===== src/inc/codec_spi_consts.vh =====
// constants for the codec serial control port
`ifndef CODEC_SPI_CONSTS_VH
`define CODEC_SPI_CONSTS_VH
`define WORD_BITS 16
`define ADDR_MSB 15
`define ADDR_LSB 12
`define RW_BIT 11
`define RSVD_BIT 10
`define DATA_MSB 9
`define DATA_LSB 0
`define REG_COUNT 16
`define PEAK_FIRST 4'hC
`define PEAK_LAST 4'hF
`define CTRL_RESET 10'h000
`define DAC_CTRL1 4'h0
`define ADC_CTRL1 4'h1
`define ADC_CTRL2 4'h2
`define ADC_CTRL3 4'h3
`define AUX_MS_BIT 9
`endif


===== src/rtl/codec_spi_control_port.v =====
// serial control port of a multichannel audio codec, slave side
// frame walk, as seen from mclk
// - pins pass two flops, so every link edge is seen two to three cycles late
// - a link period of 125 ns gives about thirty mclk cycles per bit
// - mosi is taken on each of the first sixteen rising link clock edges while select is low
// - bits are held msb first; bit 15 is the first one on the wire
// - after five rising edges the address and read flag are known
// - a peak read loads its level on the sixth and shifts it out on falling edges
// - a write lands when select rises after exactly sixteen edges
// - write_pulse_o marks that cycle; the register views follow one cycle later
// - a word of any other length or with bit 10 set raises the sticky error
// - miso_oe_o rises with the first peak data bit on miso and stays high until deselect
// - deselect drops miso_oe_o within three mclk cycles
// limitations
// - control slots read back nothing; a read of one is a plain refused word
// - peak slots keep a written value that nobody reads; harmless, kept simple
// - a select pulse shorter than two mclk cycles may be missed entirely
// - reset does not wait for a frame to end; a cut frame is dropped
// - all outputs come from flops; nothing here is combinational to a pin
`timescale 1ns/100ps
`default_nettype none
`include "codec_spi_consts.vh"
module codec_spi_control_port #(
  parameter WORD_BITS = `WORD_BITS, // bits per command word
  parameter REG_COUNT = `REG_COUNT // addressable registers
) (
  input wire mclk_i, // core clock, 250 MHz
  input wire rst_i, // synchronous reset, high
  input wire serial_clock_line_i, // master serial clock, idles high
  input wire sel_n_i, // slave select from host flag, low active
  input wire mosi_i, // command data from master
  output reg miso_o, // read data to master
  output reg miso_oe_o, // high while codec drives miso
  input wire [9:0] peak_adc1l_i, // adc peak levels, one per channel
  input wire [9:0] peak_adc1r_i, // peak level adc1 right
  input wire [9:0] peak_adc2l_i, // peak level adc2 left
  input wire [9:0] peak_adc2r_i, // peak level adc2 right
  output reg [9:0] dac_ctrl1_o, // dac control 1 contents
  output reg [9:0] adc_ctrl1_o, // adc control 1 contents
  output reg [9:0] adc_ctrl2_o, // adc control 2 contents
  output reg [9:0] adc_ctrl3_o, // adc control 3 contents
  output reg write_pulse_o, // one cycle when a word is applied
  output reg [3:0] write_addr_o, // address of last applied word
  output reg word_error_o // sticky: reserved bit set or short or long word
);
  // peak level registers are the only readable slots
  function is_peak;
    input [3:0] a;
    begin
      is_peak = (a >= `PEAK_FIRST) && (a <= `PEAK_LAST);
    end
  endfunction

  // synchronised pins
  wire sclk_s;
  wire sel_n_s;
  wire mosi_s;
  // link state
  reg sclk_d;
  reg [WORD_BITS-1:0] shift;
  reg [4:0] bit_cnt;
  // stored register file, addressed by slot
  reg [9:0] regs [0:REG_COUNT-1];
  reg [9:0] rd_word;
  reg rd_active;
  reg sel_d;
  integer i;

  // all pins cross into mclk through two flops; clock runs at 8 MHz so sampling holds
  sync2 u_sclk (.clk_i(mclk_i), .rst_i(rst_i), .d_i(serial_clock_line_i), .init_i(1'b1),
    .q_o(sclk_s));
  sync2 u_sel (.clk_i(mclk_i), .rst_i(rst_i), .d_i(sel_n_i), .init_i(1'b1), .q_o(sel_n_s));
  sync2 u_mosi (.clk_i(mclk_i), .rst_i(rst_i), .d_i(mosi_i), .init_i(1'b1), .q_o(mosi_s));

  // idle-high clock: data sampled on rising edge, changed on falling
  wire rise = sclk_s & ~sclk_d;
  wire fall = ~sclk_s & sclk_d;
  wire selected = ~sel_n_s; // select may come from any flag pin
  wire sel_end = sel_d & ~selected; // deselect between words closes one
  wire [3:0] cur_addr = shift[`ADDR_MSB:`ADDR_LSB];

  // peak levels held in flops so a read shifts out one settled value
  wire [39:0] peak_bus = {peak_adc2r_i, peak_adc2l_i, peak_adc1r_i, peak_adc1l_i};
  genvar g;
  generate
    for (g = 0; g < 4; g = g + 1) begin : g_peak
      reg [9:0] held;
      always @(posedge mclk_i) begin
        if (rst_i) begin
          held <= 10'h000;
        end else begin
          held <= peak_bus[g*10 +: 10];
        end
      end
    end
  endgenerate

  // peak value for the address just shifted in, zero for control slots
  reg [9:0] peak_mux;
  always @* begin
    case (shift[4:1])
      4'hC: peak_mux = g_peak[0].held;
      4'hD: peak_mux = g_peak[1].held;
      4'hE: peak_mux = g_peak[2].held;
      4'hF: peak_mux = g_peak[3].held;
      default: peak_mux = 10'h000;
    endcase
  end

  // last synchronised levels; reset to idle so no false edge follows reset
  always @(posedge mclk_i) begin
    if (rst_i) begin
      sclk_d <= 1'b1;
      sel_d <= 1'b0;
    end else begin
      sclk_d <= sclk_s;
      sel_d <= selected;
    end
  end

  // serial shift, bit count and read data
  // bits past the sixteenth still count, so a long word is refused
  always @(posedge mclk_i) begin
    if (rst_i) begin
      shift <= {WORD_BITS{1'b0}};
      bit_cnt <= 5'h00;
      rd_active <= 1'b0;
      rd_word <= 10'h000;
      miso_o <= 1'b0;
      miso_oe_o <= 1'b0;
    end else begin
      if (!selected) begin
        bit_cnt <= 5'h00;
        rd_active <= 1'b0;
        miso_oe_o <= 1'b0;
      end else if (rise) begin
        if (bit_cnt < WORD_BITS) begin
          shift <= {shift[WORD_BITS-2:0], mosi_s}; // msb first
        end
        if (bit_cnt <= WORD_BITS) begin
          bit_cnt <= bit_cnt + 5'h01; // saturates one past a full word
        end
        // after five bits, address and read flag are known
        if (bit_cnt == 5'h04 && mosi_s && is_peak(shift[3:0])) begin
          rd_active <= 1'b1; // read answered only for peak levels
          rd_word <= 10'h000;
        end
        if (bit_cnt == 5'h05 && shift[0] && is_peak(shift[4:1])) begin
          rd_word <= peak_mux;
        end
      end else if (fall && rd_active && bit_cnt >= 5'h06) begin
        // peak data leaves msb first during the data field
        miso_o <= rd_word[9];
        rd_word <= {rd_word[8:0], 1'b0};
        miso_oe_o <= 1'b1;
      end
    end
  end

  // apply a write only on exactly sixteen bits under select; reads never store
  always @(posedge mclk_i) begin
    if (rst_i) begin
      write_pulse_o <= 1'b0;
      write_addr_o <= 4'h0;
      for (i = 0; i < REG_COUNT; i = i + 1) begin
        regs[i] <= `CTRL_RESET; // defaults at reset
      end
    end else begin
      write_pulse_o <= 1'b0;
      if (sel_end && bit_cnt == WORD_BITS[4:0] && !shift[`RW_BIT]) begin
        regs[cur_addr] <= shift[`DATA_MSB:`DATA_LSB];
        write_pulse_o <= 1'b1;
        write_addr_o <= cur_addr;
      end
    end
  end

  // sticky word error; only reset clears it, so no set/clear race exists
  // a host may poll it once after a whole burst of words
  always @(posedge mclk_i) begin
    if (rst_i) begin
      word_error_o <= 1'b0;
    end else if (sel_end && bit_cnt != WORD_BITS[4:0]) begin
      word_error_o <= 1'b1; // short or long word
    end else if (sel_end && shift[`RSVD_BIT]) begin
      word_error_o <= 1'b1; // reserved bit must be zero
    end
  end

  // control register views, one cycle behind the store; aux master bit as written
  // rate and format fields pass out unchanged for the audio side
  always @(posedge mclk_i) begin
    if (rst_i) begin
      dac_ctrl1_o <= `CTRL_RESET;
      adc_ctrl1_o <= `CTRL_RESET;
      adc_ctrl2_o <= `CTRL_RESET;
      adc_ctrl3_o <= `CTRL_RESET;
    end else begin
      dac_ctrl1_o <= regs[`DAC_CTRL1];
      adc_ctrl1_o <= regs[`ADC_CTRL1];
      adc_ctrl2_o <= regs[`ADC_CTRL2];
      adc_ctrl3_o <= regs[`ADC_CTRL3];
    end
  end
endmodule
`default_nettype wire


===== src/rtl/sync2.v =====
// two-flop synchroniser for one level
`timescale 1ns/100ps
`default_nettype none
module sync2 (
  input wire clk_i, // sampling clock
  input wire rst_i, // synchronous reset, high
  input wire d_i, // asynchronous level
  input wire init_i, // level both flops take at reset
  output reg q_o // synchronised level
);
  reg meta;
  // first flop feeds only the second
  always @(posedge clk_i) begin
    if (rst_i) begin
      meta <= init_i;
      q_o <= init_i;
    end else begin
      meta <= d_i;
      q_o <= meta;
    end
  end
endmodule
`default_nettype wire


===== config.mk =====
export PLATFORM = sky130hd
export DESIGN_NAME = codec_spi_control_port
export DESIGN_NICKNAME = d
export VERILOG_FILES = /design/src/rtl/codec_spi_control_port.v /design/src/rtl/sync2.v
export VERILOG_INCLUDE_DIRS = /design/src /design/src/inc
export SDC_FILE = /design/constraint.sdc
export NUM_CORES = 1
export LEC_CHECK = 0
export BUFFER_PORTS_ARGS = -buffer_cell sky130_fd_sc_hd__buf_2
export CORE_AREA = 2 2 126 128
export DETAILED_ROUTE_END_ITERATION = 16
export DIE_AREA = 0 0 128 130
export SLEW_MARGIN = 20
export SYNTH_ARGS = -nofsm -noshare
export SYNTH_HDL_FRONTEND = slang
export SYNTH_SLANG_ARGS = --single-unit

===== constraint.sdc =====
create_clock -name mclk_i -period 3.45 [get_ports mclk_i]
set_clock_uncertainty 0.05 [all_clocks]
set_input_delay 0.5175 -clock mclk_i [delete_from_list [all_inputs] [get_ports mclk_i]]
set_output_delay 0.5175 -clock mclk_i [all_outputs]
set_load 0.005 [all_outputs]

==> reports/metrics.cfg <==
[final_layout]
areaGrowthSynthToFinish_pct=19.6
final_layout_size_suffix_gt1_frac=0.246
instances_no_fill=801
antenna-diode-count=0
nets=644
num-fill-cells=1417

[die]
standard_cell_rows=46
design.portCount=93
floorplan.die_area_um2=16600
std_cell_core_area_um2=15400
die_h_um=130
floorplan.initialDensity=0.387
die_x_um=128

[min_path]
worstHoldPathType=input pin to flip-flop
whs_path_depth=2
min_delay_worst_endpoint=u_mosi.meta$_SDFF_PP1_
min_from=mosi_i

[sta]
finalHoldViolations=0
drv_slew=0
unrepaired_setup_endpoints_after_global_routing=no
maxSlewHeadroom=0.349
totalNegativeSetupSlack_ns=0
fmax_mhz=391
worst_slew_pin_slew_ns=0.972
finalWorstSetupSlack_ns=0.895
period_needed_ns=2.55
setup_violations=0
min_period_over_period=0.740

[run]
drv.max_cap_violation_count=0

[setup_path]
crit-reg2reg-launch=bit_cnt[0]$_SDFFE_PP0P_
worstSetupPathType=flip-flop to flip-flop
crit_path_max_fanout=11
crit-reg2reg-capture=regs[2][2]$_SDFFCE_PN0P_
critical_path.cell_chain=inv_1 -> ha_1 -> nand4bb_4 -> or4_4 -> nor3_2 -> or2_2
cpMaxStageDelayCell=or4_4
worst-r2r-cell-count=6
start_kind=flip-flop
register_to_register_setup_slack_ns=0.90
crit_buf_inv=1
critPathTopFamily=simple AND/OR/NAND/NOR gates
cp_data_required_time_ns=3.51
worstSetupEndpointType=flip-flop
cp.arrival_ns=2.62
crit_path_max_incr_delay_ns=0.59

[routing]
drt_pass1_iterations=4
dr.first_iter.drc_count=191
routed-via-count=3734
via_per_inst=4.66
drt_wl_total_mm=10.9
remaining_drc_errors=0
routedWlPerCell_um=13.7
detail-route-antenna-nets=0

[global_route]
grtUsageTotal=0.135
maximum_number_of_pins_on_one_net_before_global_route_repair=78
grt_remaining_overflow=0
grt_pass1_vias=3444
antenna_found_initial=0
global_route_wire_length_before_repair_mm=17.0

[synthesis]
synth_edf_count=40
synthesis.yosys.warnings=0
cell_area_after_synthesis_um2=5970
ys_top_cells_by_area=dfxtp_1, edfxtp_1, nor2b_1, mux2i_1, and2_1
synth.top_cells.by_count=dfxtp_1, nor2b_1, and2_1, edfxtp_1, nand2_1
synth_async_sr_flop_share=0
synth.distinct_cells=38
synth.most_common_cell=dfxtp_1
synth_top_cell_by_area=dfxtp_1
synth_nets=561
synth_largest_type_area_fraction=0.429
synth-seq-area-share=0.630
register_bit_count_reported_by_yosys=168
synth_flop_cell=dfxtp_1
synthCells=513
syn_area_per_cell_um2=11.6

[cts]
htree_levels=4
clock_latency_ns=0.43
cts_sinks=168
tritoncts_clock_tree=built
ctsLongestPathBuffers=2
clk_transition_reported_paths_ns=0.06
cts-resized-gates=0
cts.hold.buffers_added=0
cts.root.buffer_cell=clkbuf_16
post_cts.repair.setup_buffers=0
numCtsBuffers=17

[power_and_ir_drop]
combinationalPowerShare=0.029
total_leakage_power_nw=2.77
irDropWorstVdd_uv=355
seqPwrFrac=0.510
p_sw_mw=0.814
finalPower_mw=4.10
power.share.switching=0.199
internal-power_mw=3.28
p_clk_frac=0.461
cellPowerDensity_nw_per_um2=574

[placed_design]
global_placer_s_final_weighted_congestion=0.777
post-place-cells=769
detailedPlace.worstSlack_ns=0.761
detailedPlacementHpwl_mm=7.47
place.port_buffers=92

[status]
status=finished clean

-- worst reg2reg max path: stages (launching register included) --
cell and delay, ns:
dfxtp_1 0.35, inv_1 0.13, ha_1 0.25, nand4bb_4 0.14, or4_4 0.59, nor3_2 0.39, or2_2 0.35
-- cell usage in the layout, fill, tap and decap left out, drive strengths merged, types with 10 or more instances in the layout --
master / instances
dfxtp: 128
buf: 96
nor2b: 80
and2: 40
edfxtp: 40
nand2: 35
a21oi: 28
mux2i: 26
clkbuf: 23
nor2: 17
or2: 13
o22ai: 10
inv: 10
-- power groups by stage --
stage | sequential, mW | clock, mW | combinational (mW)
final | 2.09 | 1.89 | 0.120
after detailed placement | 2.13 | 0 | 0.123
after CTS | 2.09 | 1.93 | 0.123
after global placement | 2.13 | 0 | 0.119
after global routing | 2.09 | 2.01 | 0.135
after floorplan | 2.13 | 0 | 0.0684
-- kinds of logic after synthesis --
kind of cell	synth area share
xor+xnor	0.00440
compound gates	0.0760
buf+inv	0.0331
simple gates	0.206
mux	0.0436
flops	0.630
fa+ha+maj	0.00629
-- state kept, by name (all words and copies together), names as in the netlist, 4 cells and up --
signal	flops
regs	40
write_addr_o	4
rd_word	10
dac_ctrl1_o	10
adc_ctrl1_o	10
shift	16
adc_ctrl2_o	10
g_peak.held	40
bit_cnt	5
adc_ctrl3_o	10
-- per-stage QoR --
| stage | util | area (um2) | hold WS (ns) |
|---|---|---|---|
| after CTS | 0.463 | 7140 | 0.206 |
| after detailed placement | 0.424 | 6540 | 0.343 |
| after floorplan | - | 5970 | 0.339 |
| final | 0.463 | 7140 | 0.222 |
| after global routing | 0.463 | 7140 | 0.207 |
| after global placement | 0.424 | 6540 | 0.343 |
-- routing by layer --
metal | global-route usage | part of all wire | up-vias
li1 | - | - | 1881
met1 | 0.166 | 0.45 | 1731
met2 | 0.222 | 0.48 | 107
met3 | 0.0390 | 0.052 | 15
met4 | 0.0575 | 0.016 | 0
met5 | 0 | 0 | -
-- worst max path at each step --
stage | start | to | cells past startpoint
2_1_floorplan | rst_i | regs[0][0]$_SDFFCE_PN0P_ | 5
3_5_place_dp | rst_i | regs[2][1]$_SDFFCE_PN0P_ | 5
5_1_grt | bit_cnt[0]$_SDFFE_PP0P_ | regs[2][8]$_SDFFCE_PN0P_ | 6
6_report | bit_cnt[0]$_SDFFE_PP0P_ | regs[2][2]$_SDFFCE_PN0P_ | 6
3_3_place_gp | rst_i | regs[3][2]$_SDFFCE_PN0P_ | 5
4_1_cts | bit_cnt[0]$_SDFFE_PP0P_ | regs[2][9]$_SDFFCE_PN0P_ | 6
-- final cells by class --
cell class                 instances  area [um2]  share of cell area
sequential                       168        3760               0.527
tap                              192         240              0.0336
multi-input combinational        304        2010               0.281
clock inverter                     9         113              0.0158
timing repair buffer              96         493              0.0690
clock buffer                      23         489              0.0685
inverter                           9        33.8             0.00473
(Power assumes the default switching activity.)
